## src/albx_pkg.sv

```systemverilog
package albx_pkg;
    // ------------------------------------------------------------------
    // register offsets on the plain register port
    // ------------------------------------------------------------------
    localparam logic [7:0] OFS_STACK_LOW  = 8'h3D;
    localparam logic [7:0] OFS_STACK_HIGH = 8'h3E;
    localparam logic [7:0] OFS_STATUS     = 8'h5F;
    localparam logic [7:0] OFS_PC_LOW     = 8'h60; // program counter view
    localparam logic [7:0] OFS_PC_MID     = 8'h61;
    localparam logic [7:0] OFS_PC_HIGH    = 8'h62;
    localparam logic [7:0] OFS_BUSY       = 8'h63; // busy and cycle count
    localparam logic [7:0] OFS_OP_COUNT   = 8'h64; // issued operations

    // ------------------------------------------------------------------
    // status flag bit positions
    // ------------------------------------------------------------------
    localparam int FLG_C = 0;
    localparam int FLG_Z = 1;
    localparam int FLG_N = 2;
    localparam int FLG_V = 3;
    localparam int FLG_S = 4;
    localparam int FLG_H = 5;
    localparam int FLG_T = 6;
    localparam int FLG_I = 7;

    // ------------------------------------------------------------------
    // reset values and constants
    // ------------------------------------------------------------------
    localparam logic [7:0]  STATUS_RESET = 8'h00;
    localparam logic [15:0] STACK_RESET  = 16'h0000;
    localparam logic [21:0] PC_RESET     = 22'h000000;
    localparam logic [7:0]  ALL_ONES     = 8'hFF;
    localparam logic [7:0]  ALL_ZERO     = 8'h00;
    localparam logic [7:0]  ONE_BYTE     = 8'h01;
    localparam logic [21:0] PC_ONE       = 22'h000001;
    localparam logic [21:0] PC_TWO       = 22'h000002;
    localparam logic [21:0] PC_THREE     = 22'h000003;
    localparam logic [15:0] SP_STEP      = 16'h0002; // two-byte return word

    // ------------------------------------------------------------------
    // cycle counts
    // ------------------------------------------------------------------
    localparam logic [2:0] CYC_ONE   = 3'h1;
    localparam logic [2:0] CYC_JUMP  = 3'h2;
    localparam logic [2:0] CYC_CALL  = 3'h3;
    localparam logic [2:0] CYC_CALL4 = 3'h4;
    localparam logic [2:0] CYC_RET   = 3'h4;
    localparam logic [2:0] CYC_RET5  = 3'h5;

    // ------------------------------------------------------------------
    // operation codes
    // ------------------------------------------------------------------
    typedef enum logic [4:0] {
        OP_ADD, OP_ADD_CARRY, OP_SUB, OP_SUBTRACT_IMM, OP_SUB_WITH_BORROW,
        OP_SUB_BORROW_IMM, OP_AND, OP_AND_IMM, OP_OR, OP_LOGIC_OR_IMM,
        OP_EXCLUSIVE_OR, OP_ONES_INVERT, OP_TWOS_INVERT, OP_SET_BITS,
        OP_CLEAR_BITS, OP_PLUS_ONE, OP_MINUS_ONE, OP_TEST_ZERO_MINUS,
        OP_ZERO_REGISTER, OP_SET_ALL_ONES, OP_REL_JUMP, OP_JUMP_VIA_Z,
        OP_REL_CALL, OP_CALL_VIA_Z, OP_SUBROUTINE_EXIT, OP_INTERRUPT_EXIT,
        OP_SKIP_IF_EQUAL, OP_COMPARE, OP_COMPARE_CARRY, OP_COMPARE_IMM,
        OP_SKIP_BIT_CLEAR, OP_SKIP_BIT_SET
    } albx_op_t;
endpackage
```

## src/albx_alu.sv

```systemverilog
`timescale 1ns/1ps
// ----------------------------------------------------------------------
// combinational byte arithmetic and flag generation
// ----------------------------------------------------------------------
module albx_alu
    import albx_pkg::*;
(
    input  wire albx_op_t   op,       // operation
    input  wire logic [7:0] opA,      // destination operand
    input  wire logic [7:0] opB,      // source or immediate
    input  wire logic [7:0] flagsIn,  // present status flags
    output logic      [7:0] result,   // computed byte
    output logic      [7:0] flagsOut, // updated status flags
    output logic            writeBack // result goes to destination
);
    logic [7:0] a;
    logic [7:0] b;
    logic       cin;
    logic       isSub;
    logic       isLogic;
    logic       keepC;
    logic       keepH;
    logic       noFlags;
    logic [8:0] sum;
    logic [7:0] r;
    logic       cOut;
    logic       hOut;
    logic       vOut;

    // operand steering per operation
    always_comb begin
        a       = opA;
        b       = opB;
        cin     = 1'b0;
        isSub   = 1'b0;
        isLogic = 1'b0;
        keepC   = 1'b0;
        keepH   = 1'b0;
        noFlags = 1'b0;
        writeBack = 1'b1;
        case (op)
            OP_ADD: ;                                         // RL1
            OP_ADD_CARRY: cin = flagsIn[FLG_C];               // RL2
            OP_SUB, OP_SUBTRACT_IMM: isSub = 1'b1;            // RL3
            OP_SUB_WITH_BORROW, OP_SUB_BORROW_IMM: begin      // RL4
                isSub = 1'b1;
                cin   = flagsIn[FLG_C];
            end
            OP_COMPARE, OP_COMPARE_IMM: begin                 // RL14
                isSub = 1'b1;
                writeBack = 1'b0;
            end
            OP_COMPARE_CARRY: begin                           // RL14
                isSub = 1'b1;
                cin   = flagsIn[FLG_C];
                writeBack = 1'b0;
            end
            OP_ONES_INVERT: begin                             // RL6
                a = ALL_ONES;
                b = opA;
                isSub = 1'b1;
                keepH = 1'b1;
            end
            OP_TWOS_INVERT: begin                             // RL6
                a = ALL_ZERO;
                b = opA;
                isSub = 1'b1;
            end
            OP_PLUS_ONE: begin                                // RL8
                b = ONE_BYTE;
                keepC = 1'b1;
                keepH = 1'b1;
            end
            OP_MINUS_ONE: begin                               // RL8
                b = ONE_BYTE;
                isSub = 1'b1;
                keepC = 1'b1;
                keepH = 1'b1;
            end
            OP_AND, OP_AND_IMM, OP_OR, OP_LOGIC_OR_IMM, OP_EXCLUSIVE_OR,
            OP_SET_BITS, OP_CLEAR_BITS, OP_TEST_ZERO_MINUS,
            OP_ZERO_REGISTER: begin                           // RL5
                isLogic = 1'b1;
                keepC = 1'b1;
                keepH = 1'b1;
            end
            OP_SET_ALL_ONES: noFlags = 1'b1;                  // RL10
            default: begin
                noFlags = 1'b1;
                writeBack = 1'b0;
            end
        endcase
    end

    // adder shared by add and subtract forms
    assign sum  = isSub ? ({1'b0, a} - {1'b0, b} - {8'h00, cin})
                        : ({1'b0, a} + {1'b0, b} + {8'h00, cin});
    assign cOut = sum[8];
    assign hOut = isSub ? ((~a[3] & b[3]) | (b[3] & sum[3]) | (sum[3] & ~a[3]))
                        : ((a[3] & b[3]) | (b[3] & ~sum[3]) | (~sum[3] & a[3]));
    assign vOut = isSub ? ((a[7] & ~b[7] & ~sum[7]) | (~a[7] & b[7] & sum[7]))
                        : ((a[7] & b[7] & ~sum[7]) | (~a[7] & ~b[7] & sum[7]));

    // logic results
    always_comb begin
        r = sum[7:0];
        case (op)
            OP_AND, OP_AND_IMM: r = opA & opB;                // RL5
            OP_OR, OP_LOGIC_OR_IMM, OP_SET_BITS: r = opA | opB; // RL7
            OP_EXCLUSIVE_OR: r = opA ^ opB;                   // RL5
            OP_CLEAR_BITS: r = opA & (ALL_ONES - opB);        // RL7
            OP_TEST_ZERO_MINUS: r = opA & opA;                // RL9
            OP_ZERO_REGISTER: r = opA ^ opA;                  // RL10
            OP_SET_ALL_ONES: r = ALL_ONES;                    // RL10
            default: r = sum[7:0];
        endcase
    end

    // flag merge: Z and N from result, S = N ^ V
    always_comb begin
        flagsOut = flagsIn;
        if (!noFlags) begin
            flagsOut[FLG_Z] = (r == ALL_ZERO);                // RL17
            flagsOut[FLG_N] = r[7];                           // RL17
            flagsOut[FLG_V] = isLogic ? 1'b0 : vOut;
            flagsOut[FLG_S] = r[7] ^ (isLogic ? 1'b0 : vOut); // RL17
            if (!keepC)
                flagsOut[FLG_C] = (op == OP_ONES_INVERT) ? 1'b1 : cOut;
            if (!keepH)
                flagsOut[FLG_H] = hOut;
        end
        result = r;
    end
endmodule // albx_alu

```

## src/albx_exec.sv

```systemverilog
// Our own choice: the strobed register port.
`timescale 1ns/1ps
// Contract
// RL1 - add stores Rd+Rr, updates Z C N V S H, one cycle
// RL2 - add with carry stores Rd+Rr+C, updates six flags, one cycle
// RL3 - subtract register or immediate, updates six flags, one cycle
// RL4 - subtract with borrow also subtracts carry, six flags, one cycle
// RL5 - and, or, xor update only Z N V S, keep C and H
// RL6 - ones invert is FF-Rd with Z C N V S; twos invert adds H
// RL7 - set bits ORs mask; clear bits ANDs FF-mask; Z N V S
// RL8 - increment and decrement by one, Z N V S only, carry kept
// RL9 - test ANDs register with itself, value kept, Z N V S
// RL10 - zero register xors itself with flags; set all ones keeps flags
// RL11 - relative jump pc+k+1; Z jump loads low 16 bits; two cycles
// RL12 - calls push return address, jump likewise, three or four cycles
// RL13 - skip if equal advances pc two or three on match, else one
// RL14 - compares subtract without write back, update six flags
// RL15 - bit skips skip on cleared or set bit, one to three cycles
// RL16 - returns pop pc in four or five; interrupt return sets I
// RL17 - Z on zero result, N is msb, S is N xor V
module albx_exec
    import albx_pkg::*;
#(
    parameter int PC_WIDTH = 22 // program counter width for call/return timing; pc is always 22 bits
) (
    input  wire logic        mclk,     // core clock
    input  wire logic        rst,      // asynchronous reset
    input  wire logic        opValid,  // operation issued this cycle
    input  wire albx_pkg::albx_op_t opCode, // operation
    input  wire logic [7:0]  opA,      // destination register value
    input  wire logic [7:0]  opB,      // source register or immediate
    input  wire logic [11:0] offset,   // relative jump offset
    input  wire logic [15:0] zPtr,     // Z pointer
    input  wire logic [2:0]  bitSel,   // bit select for bit skips
    input  wire logic        nextLong, // next instruction is two words
    input  wire logic [21:0] popAddr,  // return address read from stack
    input  wire logic [7:0]  regAddr,  // register port address
    input  wire logic [7:0]  regWdata, // register port write data
    input  wire logic        regWr,    // register write strobe
    input  wire logic        regRd,    // register read strobe
    output logic      [7:0]  regRdata, // read data, cycle after strobe
    output logic             opReady,  // ready to take an operation
    output logic      [7:0]  resData,  // result byte
    output logic             resWrite, // destination write pulse
    output logic      [21:0] pc,       // program counter
    output logic      [21:0] pushAddr, // return address to push
    output logic             pushStb,  // push request pulse
    output logic             popStb,   // pop request pulse
    output logic      [15:0] stackPtr, // stack pointer
    output logic      [7:0]  flags     // status flags
);
    // ------------------------------------------------------------------
    // parameter check
    // ------------------------------------------------------------------
    if (PC_WIDTH != 16 && PC_WIDTH != 22) begin : g_bad_width
        $error("PC_WIDTH must be 16 or 22");
    end

    localparam logic WIDE_PC = (PC_WIDTH == 22);

    // ------------------------------------------------------------------
    // datapath instances
    // ------------------------------------------------------------------
    logic [7:0]  aluResult;
    logic [7:0]  aluFlags;
    logic        aluWrite;
    logic [21:0] flowPc;
    logic [2:0]  flowCycles;
    logic [2:0]  busyLeft;
    logic [7:0]  opCount;
    logic        take;
    logic        isCall;
    logic        isRet;
    logic [21:0] next_pc;
    logic [7:0]  next_flags;
    logic [15:0] next_stackPtr;

    albx_alu u_alu (
        .op        (opCode),
        .opA       (opA),
        .opB       (opB),
        .flagsIn   (flags),
        .result    (aluResult),
        .flagsOut  (aluFlags),
        .writeBack (aluWrite)
    );

    albx_flow u_flow (
        .op       (opCode),
        .pc       (pc),
        .offset   (offset),
        .zPtr     (zPtr),
        .popAddr  (popAddr),
        .opA      (opA),
        .opB      (opB),
        .bitSel   (bitSel),
        .nextLong (nextLong),
        .widePc   (WIDE_PC),
        .nextPc   (flowPc),
        .cycles   (flowCycles)
    );

    // ------------------------------------------------------------------
    // issue decode
    // ------------------------------------------------------------------
    assign take   = opValid && opReady;
    assign isCall = (opCode == OP_REL_CALL) || (opCode == OP_CALL_VIA_Z);
    assign isRet  = (opCode == OP_SUBROUTINE_EXIT)
                 || (opCode == OP_INTERRUPT_EXIT);

    // register port writes take effect, then operation flags override
    always_comb begin
        next_flags    = flags;
        next_stackPtr = stackPtr;
        if (regWr && regAddr == OFS_STATUS)
            next_flags = regWdata;
        if (regWr && regAddr == OFS_STACK_LOW)
            next_stackPtr[7:0] = regWdata;
        if (regWr && regAddr == OFS_STACK_HIGH)
            next_stackPtr[15:8] = regWdata;
        if (take) begin
            next_flags = aluFlags;                       // RL17
            if (opCode == OP_INTERRUPT_EXIT)
                next_flags[FLG_I] = 1'b1;                // RL16
            if (isCall)
                next_stackPtr = stackPtr - SP_STEP;      // RL12
            if (isRet)
                next_stackPtr = stackPtr + SP_STEP;      // RL16
        end
    end

    assign next_pc = take ? flowPc : pc;

    // ------------------------------------------------------------------
    // architectural state
    // ------------------------------------------------------------------
    always_ff @(posedge mclk or posedge rst) begin
        if (rst) begin
            pc       <= PC_RESET;
            flags    <= STATUS_RESET;
            stackPtr <= STACK_RESET;
        end else begin
            pc       <= next_pc;
            flags    <= next_flags;
            stackPtr <= next_stackPtr;
        end
    end

    // result and stack strobes, one cycle after issue
    always_ff @(posedge mclk or posedge rst) begin
        if (rst) begin
            resData  <= ALL_ZERO;
            resWrite <= 1'b0;
            pushAddr <= PC_RESET;
            pushStb  <= 1'b0;
            popStb   <= 1'b0;
        end else begin
            resData  <= aluResult;
            resWrite <= take && aluWrite;                // RL14
            pushAddr <= pc + PC_ONE;                     // RL12
            pushStb  <= take && isCall;                  // RL12
            popStb   <= take && isRet;                   // RL16
        end
    end

    // ------------------------------------------------------------------
    // multi-cycle hold: ready drops for the extra cycles
    // ------------------------------------------------------------------
    always_ff @(posedge mclk or posedge rst) begin
        if (rst) begin
            busyLeft <= 3'h0;
            opReady  <= 1'b1;
            opCount  <= ALL_ZERO;
        end else if (take) begin
            busyLeft <= flowCycles - CYC_ONE;            // RL11
            opReady  <= (flowCycles == CYC_ONE);         // RL1
            opCount  <= opCount + ONE_BYTE;
        end else if (busyLeft != 3'h0) begin
            busyLeft <= busyLeft - CYC_ONE;
            opReady  <= (busyLeft == CYC_ONE);
        end
    end

    // ------------------------------------------------------------------
    // register read port
    // ------------------------------------------------------------------
    logic [7:0] rdMux;
    assign rdMux = (regAddr == OFS_STATUS)     ? flags :
                   (regAddr == OFS_STACK_LOW)  ? stackPtr[7:0] :
                   (regAddr == OFS_STACK_HIGH) ? stackPtr[15:8] :
                   (regAddr == OFS_PC_LOW)     ? pc[7:0] :
                   (regAddr == OFS_PC_MID)     ? pc[15:8] :
                   (regAddr == OFS_PC_HIGH)    ? {2'b00, pc[21:16]} :
                   (regAddr == OFS_BUSY)       ? {4'h0, ~opReady, busyLeft} :
                   (regAddr == OFS_OP_COUNT)   ? opCount : ALL_ZERO;

    always_ff @(posedge mclk or posedge rst) begin
        if (rst)
            regRdata <= ALL_ZERO;
        else
            regRdata <= regRd ? rdMux : ALL_ZERO;
    end
endmodule // albx_exec

```

## src/albx_flow.sv

```systemverilog
`timescale 1ns/1ps
// ----------------------------------------------------------------------
// program flow target and cycle count decision
// ----------------------------------------------------------------------
module albx_flow
    import albx_pkg::*;
(
    input  wire albx_op_t    op,        // operation
    input  wire logic [21:0] pc,        // present program counter
    input  wire logic [11:0] offset,    // signed relative offset
    input  wire logic [15:0] zPtr,      // Z pointer
    input  wire logic [21:0] popAddr,   // return address from stack
    input  wire logic [7:0]  opA,       // first register
    input  wire logic [7:0]  opB,       // second register
    input  wire logic [2:0]  bitSel,    // bit select for skips
    input  wire logic        nextLong,  // following word is two words
    input  wire logic        widePc,    // 22-bit pc: longer call/return
    output logic      [21:0] nextPc,    // program counter after op
    output logic      [2:0]  cycles     // cycles the op takes
);
    logic [21:0] relTarget;
    logic [21:0] zTarget;
    logic        skip;
    logic [21:0] skipStep;
    logic [2:0]  skipCyc;

    assign relTarget = pc + {{10{offset[11]}}, offset} + PC_ONE;   // RL11
    assign zTarget   = {6'h00, zPtr};                              // RL11
    assign skipStep  = nextLong ? PC_THREE : PC_TWO;              // RL13
    assign skipCyc   = nextLong ? CYC_CALL : CYC_JUMP;            // RL15

    // skip conditions
    always_comb begin
        case (op)
            OP_SKIP_IF_EQUAL:  skip = (opA == opB);                // RL13
            OP_SKIP_BIT_CLEAR: skip = ~opA[bitSel];                // RL15
            OP_SKIP_BIT_SET:   skip = opA[bitSel];                 // RL15
            default:           skip = 1'b0;
        endcase
    end

    // target and duration
    always_comb begin
        nextPc = pc + PC_ONE;
        cycles = CYC_ONE;
        case (op)
            OP_REL_JUMP: begin                                     // RL11
                nextPc = relTarget;
                cycles = CYC_JUMP;
            end
            OP_JUMP_VIA_Z: begin                                   // RL11
                nextPc = zTarget;
                cycles = CYC_JUMP;
            end
            OP_REL_CALL: begin                                     // RL12
                nextPc = relTarget;
                cycles = widePc ? CYC_CALL4 : CYC_CALL;
            end
            OP_CALL_VIA_Z: begin                                   // RL12
                nextPc = zTarget;
                cycles = widePc ? CYC_CALL4 : CYC_CALL;
            end
            OP_SUBROUTINE_EXIT, OP_INTERRUPT_EXIT: begin           // RL16
                nextPc = popAddr;
                cycles = widePc ? CYC_RET5 : CYC_RET;
            end
            OP_SKIP_IF_EQUAL, OP_SKIP_BIT_CLEAR, OP_SKIP_BIT_SET: begin
                if (skip) begin
                    nextPc = pc + skipStep;
                    cycles = skipCyc;
                end
            end
            default: ;
        endcase
    end
endmodule // albx_flow

```

## config.mk

```make
export PLATFORM = sky130hd
export DESIGN_NAME = albx_exec
export DESIGN_NICKNAME = d
export VERILOG_FILES = /design/src/albx_pkg.sv /design/src/albx_alu.sv /design/src/albx_exec.sv /design/src/albx_flow.sv
export SDC_FILE = /design/constraint.sdc
export NUM_CORES = 1
export LEC_CHECK = 0
export BUFFER_PORTS_ARGS = -buffer_cell sky130_fd_sc_hd__buf_2
export CORE_ASPECT_RATIO = 2
export CORE_MARGIN = 3
export CORE_UTILIZATION = 55
export DETAILED_ROUTE_END_ITERATION = 16
export HOLD_SLACK_MARGIN = 0.03
export PLACE_DENSITY = 0.79
export SYNTH_ARGS = -nofsm -noshare
export SYNTH_HDL_FRONTEND = slang
export SYNTH_SLANG_ARGS = --single-unit
```

## constraint.sdc

```tcl
create_clock -name mclk -period 3.84 [get_ports mclk]
set_input_delay 0.384 -clock mclk [delete_from_list [all_inputs] [get_ports mclk]]
set_output_delay 0.384 -clock mclk [all_outputs]
set_load 0.02 [all_outputs]
```

==> impl_metrics.env <==
export IMPL_rsz0062_at_grt="false"
export IMPL_cts_root_buffer="clkbuf_16"
export IMPL_totalNegativeSetupSlack_ns=0
export IMPL_timing_slew_headroom=0.470
export IMPL_r2r_start="flags[0]"
export IMPL_die_w_um=98.4
export IMPL_finalCriticalPeriod_ns=3.66
export IMPL_endpoint_kind="flop"
export IMPL_placed_cell_area_sq_um=11100
export IMPL_drt_drc_violations_left=0
export IMPL_synthesis_instances=1188
export IMPL_number_of_antenna_violations_at_the_first_check_in_global_routing=0
export IMPL_status="finished clean"
export IMPL_critical_path_startpoint_type="input port"
export IMPL_drt_pre_antenna_iters=5
export IMPL_tritoncts_num_buffers=9
export IMPL_pwr_density_cell_nw_per_um2=619
export IMPL_fin_total_pwr_mw=7.08
export IMPL_syn_area_per_cell_sq_um=7.90
export IMPL_met2_length_mm=19.2
export IMPL_area_growth_syn_to_layout_pct=21.7
export IMPL_critical_path_slowest_cell="or4_1"
export IMPL_critical_path_n_buffers_inverters=1
export IMPL_layout_drive_gt1_share=0.236
export IMPL_track_usage=0.388
export IMPL_grt_first_pass_wirelength_mm=57.2
export IMPL_worst_pin_slew_ns=0.793
export IMPL_post_cts_repair_setup_buffers=0
export IMPL_worst_endpoint_required_ns=4.14
export IMPL_m1WireLength_mm=11.5
export IMPL_synth_flop_cell="dfrtp_1"
export IMPL_gp_routability_congestion=1.02
export IMPL_postSynth_asyncResetShare=1.00
export IMPL_cts_reportedPaths_clkPinSlew_ns=0.08
export IMPL_buffer_depth_of_the_longest_clock_path=2
export IMPL_postSynthRegisterBits=99
export IMPL_crit_fanout=3
export IMPL_grt_start_max_net_pins=56
export IMPL_fp_dieArea_sq_um=18800
export IMPL_core_area_sq_um=16800
export IMPL_post_synth_main_area_contributors="dfrtp_1 26%, ha_1 8.1%, nand2_1 4.7%"
export IMPL_number_of_h_tree_levels=3
export IMPL_ys_warn_count=0
export IMPL_rr_worst_depth=13
export IMPL_detail_route_wirelength_mm=36.4
export IMPL_final_min_period_over_clock_period=0.953
export IMPL_synth_cell_types=82
export IMPL_detailroute_via_count=10700
export IMPL_clock_sink_count=99
export IMPL_num_antenna_cells=0
export IMPL_design_area_sq_um=11400
export IMPL_setup_worst_path_class="in -> reg"
export IMPL_max_cap_violations=0
export IMPL_synth_sequential_area_ratio=0.264
export IMPL_place_port_buffers=183
export IMPL_highest_layer="met4"
export IMPL_initial_utilization=0.560
export IMPL_netlist_top_cell_by_area="dfrtp_1"
export IMPL_power_leakage_nw=5.33
export IMPL_die_height_um=191
export IMPL_grt_overflow_total=0
export IMPL_tritoncts="built"
export IMPL_synth_nets=1351
export IMPL_setup_reg_to_reg_worst_slack_ns=0.29
export IMPL_postRouteAntennaNets=0
export IMPL_power_ir_vdd_worst_mv=0.273
export IMPL_synth_edf_count=0
export IMPL_reg2reg_to="flags[4]"
export IMPL_critical_path_max_stage_delay_ns=0.40
export IMPL_final_stage_net_count=1571
export IMPL_first_iter_violations=908
export IMPL_report_final_setup_viol=0
export IMPL_critPathTopFamily="simple AND/OR/NAND/NOR gates"
export IMPL_worst_clock_skew_ns=0.0102
export IMPL_io_pin_count=184
export IMPL_max_freq_ghz=0.273
export IMPL_synth_top_area_share=0.261
export IMPL_met3_length_mm=2.13
export IMPL_chain_of_cells_forming_the_critical_path="buf_2, nand4bb_1, nand2b_1, nand2_1, nor2_1, a21oi_1, nand2b_1, fa_2, fa_2, nor2b_1, o21a_1, or3_1, a31oi_2, a21oi_1, or4_1, or3_1, o21ai_1"
export IMPL_cp_arrival_ns=3.96
export IMPL_wire_per_inst_um=22.5
export IMPL_post_drt_via_cell_ratio=6.60
export IMPL_hp_class="in -> async"
export IMPL_drv_slew=0
export IMPL_clkLatencyLatePin_ns=0.37
export IMPL_row_count=67
export IMPL_first_global_vias=11001
export IMPL_place_hpwl_mm=28.8
export IMPL_timing_final_hold_violations=0
export IMPL_synthesis_area_sq_um=9390
[layout by cell type (no fill, tap or decap), drive strengths merged, types with 21 or more instances in the layout]
master | synthesis | layout
a21oi | 86 | 86
a22oi | 26 | 26
a31oi | 21 | 21
buf | 25 | 279
dfrtp | 98 | 98
ha | 61 | 61
inv | 70 | 71
nand2 | 118 | 118
nand3 | 42 | 42
nor2 | 99 | 99
nor3 | 27 | 27
o21a | 23 | 23
o21ai | 75 | 75
xnor2 | 38 | 38
xor2 | 28 | 28
[what timing repair did]
item / in CTS / in global routing
hold buffers: 0 / 0
gates resized for setup: 1 / 3
endpoints found under the setup margin: 2 / 2
[worst max path at each step]
stage,start,end,slack [ns],depth (start not counted)
floorplan,opCode[2],flags[1],-0.01,19
global placement,opCode[0],flags[4],-0.30,16
detailed placement,opCode[0],flags[4],-0.43,16
CTS,opCode[0],flags[1],0.14,17
global route,opCode[0],flags[1],0.02,17
finish,opCode[0],flags[1],0.18,17
[metal layers]
layer | GRT usage | vias to the layer above
met5 | 0 | -
met3 | 0.0542 | 234
met4 | 0.320 | 0
met1 | 0.375 | 5056
li1 | - | 4807
met2 | 0.710 | 603
[cells by family after synthesis]
family                     synth area share
buffers and inverters                0.0590
DFF                                   0.264
adders and majority gates            0.0941
muxes                                0.0337
AOI/OAI and AO/OA                     0.277
xor gates and xnor gates             0.0616
and+or+nand+nor                       0.211
[Yosys cell counts, types with 5 or more instances]
master	instances
o22ai_1	15
ha_1	61
or3_1	15
nand3_1	42
nor2b_1	16
and2_1	5
dfrtp_1	98
nand2_1	118
a221o_1	13
o211ai_1	11
and3_1	11
mux2_2	9
fa_1	6
inv_1	70
o21a_1	23
or4_1	5
buf_1	10
mux2i_1	17
o2111ai_1	6
a32oi_1	7
o221ai_1	7
a211oi_1	12
a31oi_1	21
a21o_1	10
o21ai_0	72
clkbuf_1	44
buf_2	13
nor3b_1	6
nor3_1	27
a22oi_1	26
nand2b_1	16
nor2_1	99
xnor2_1	38
nand4_1	11
o31ai_1	5
a22o_1	8
a21oi_1	86
a211o_1	5
xor2_1	28
a221oi_1	18
or2_2	5
[registers in the layout, indices dropped and copies added, names as in the netlist, 3 cells and up]
signal and cells:
pushAddr 22, stackPtr 16, flags 8, busyLeft 3, opCount 8, resData 8
regRdata 8, pc 22
[worst reg2reg max path: stages (launching register included)]
cell	delay (ns)
dfrtp_1	0.51
nand3_1	0.19
inv_1	0.09
buf_4	0.14
fa_2	0.36
inv_1	0.08
ha_1	0.23
a311o_1	0.30
o2111a_1	0.31
or4_4	0.52
and4_4	0.21
o31ai_4	0.24
xnor2_1	0.16
a21oi_1	0.09
[report_power, final]
part / switching [mW] / total, mW / internal [mW]
combinational: 2.46 / 4.02 / 1.56
sequential: 0.584 / 2.01 / 1.43
clock: 0.455 / 1.04 / 0.584
[stage by stage]
step | utilization | setup slack (ns) | hold slack (ns) | cells
global route | 0.681 | 0.0195 | 0.193 | 1620
finish | 0.681 | 0.180 | 0.130 | 1620
floorplan | - | -0.0109 | 0.446 | 1188
detailed placement | 0.660 | -0.433 | 0.485 | 1604
CTS | 0.680 | 0.142 | 0.151 | 1620
global placement | 0.660 | -0.303 | 0.470 | 1604
[cell type report]
class                      count  area [sq um]
clock buffer                   9           225
multi-input combinational    948          6420
clock inverter                 7           113
timing repair buffer         279          1660
fill                        1521          5340
tap                          207           259
sequential                    99          2480
inverter                      71           269
Note: power is estimated with default switching activity, not from simulation.
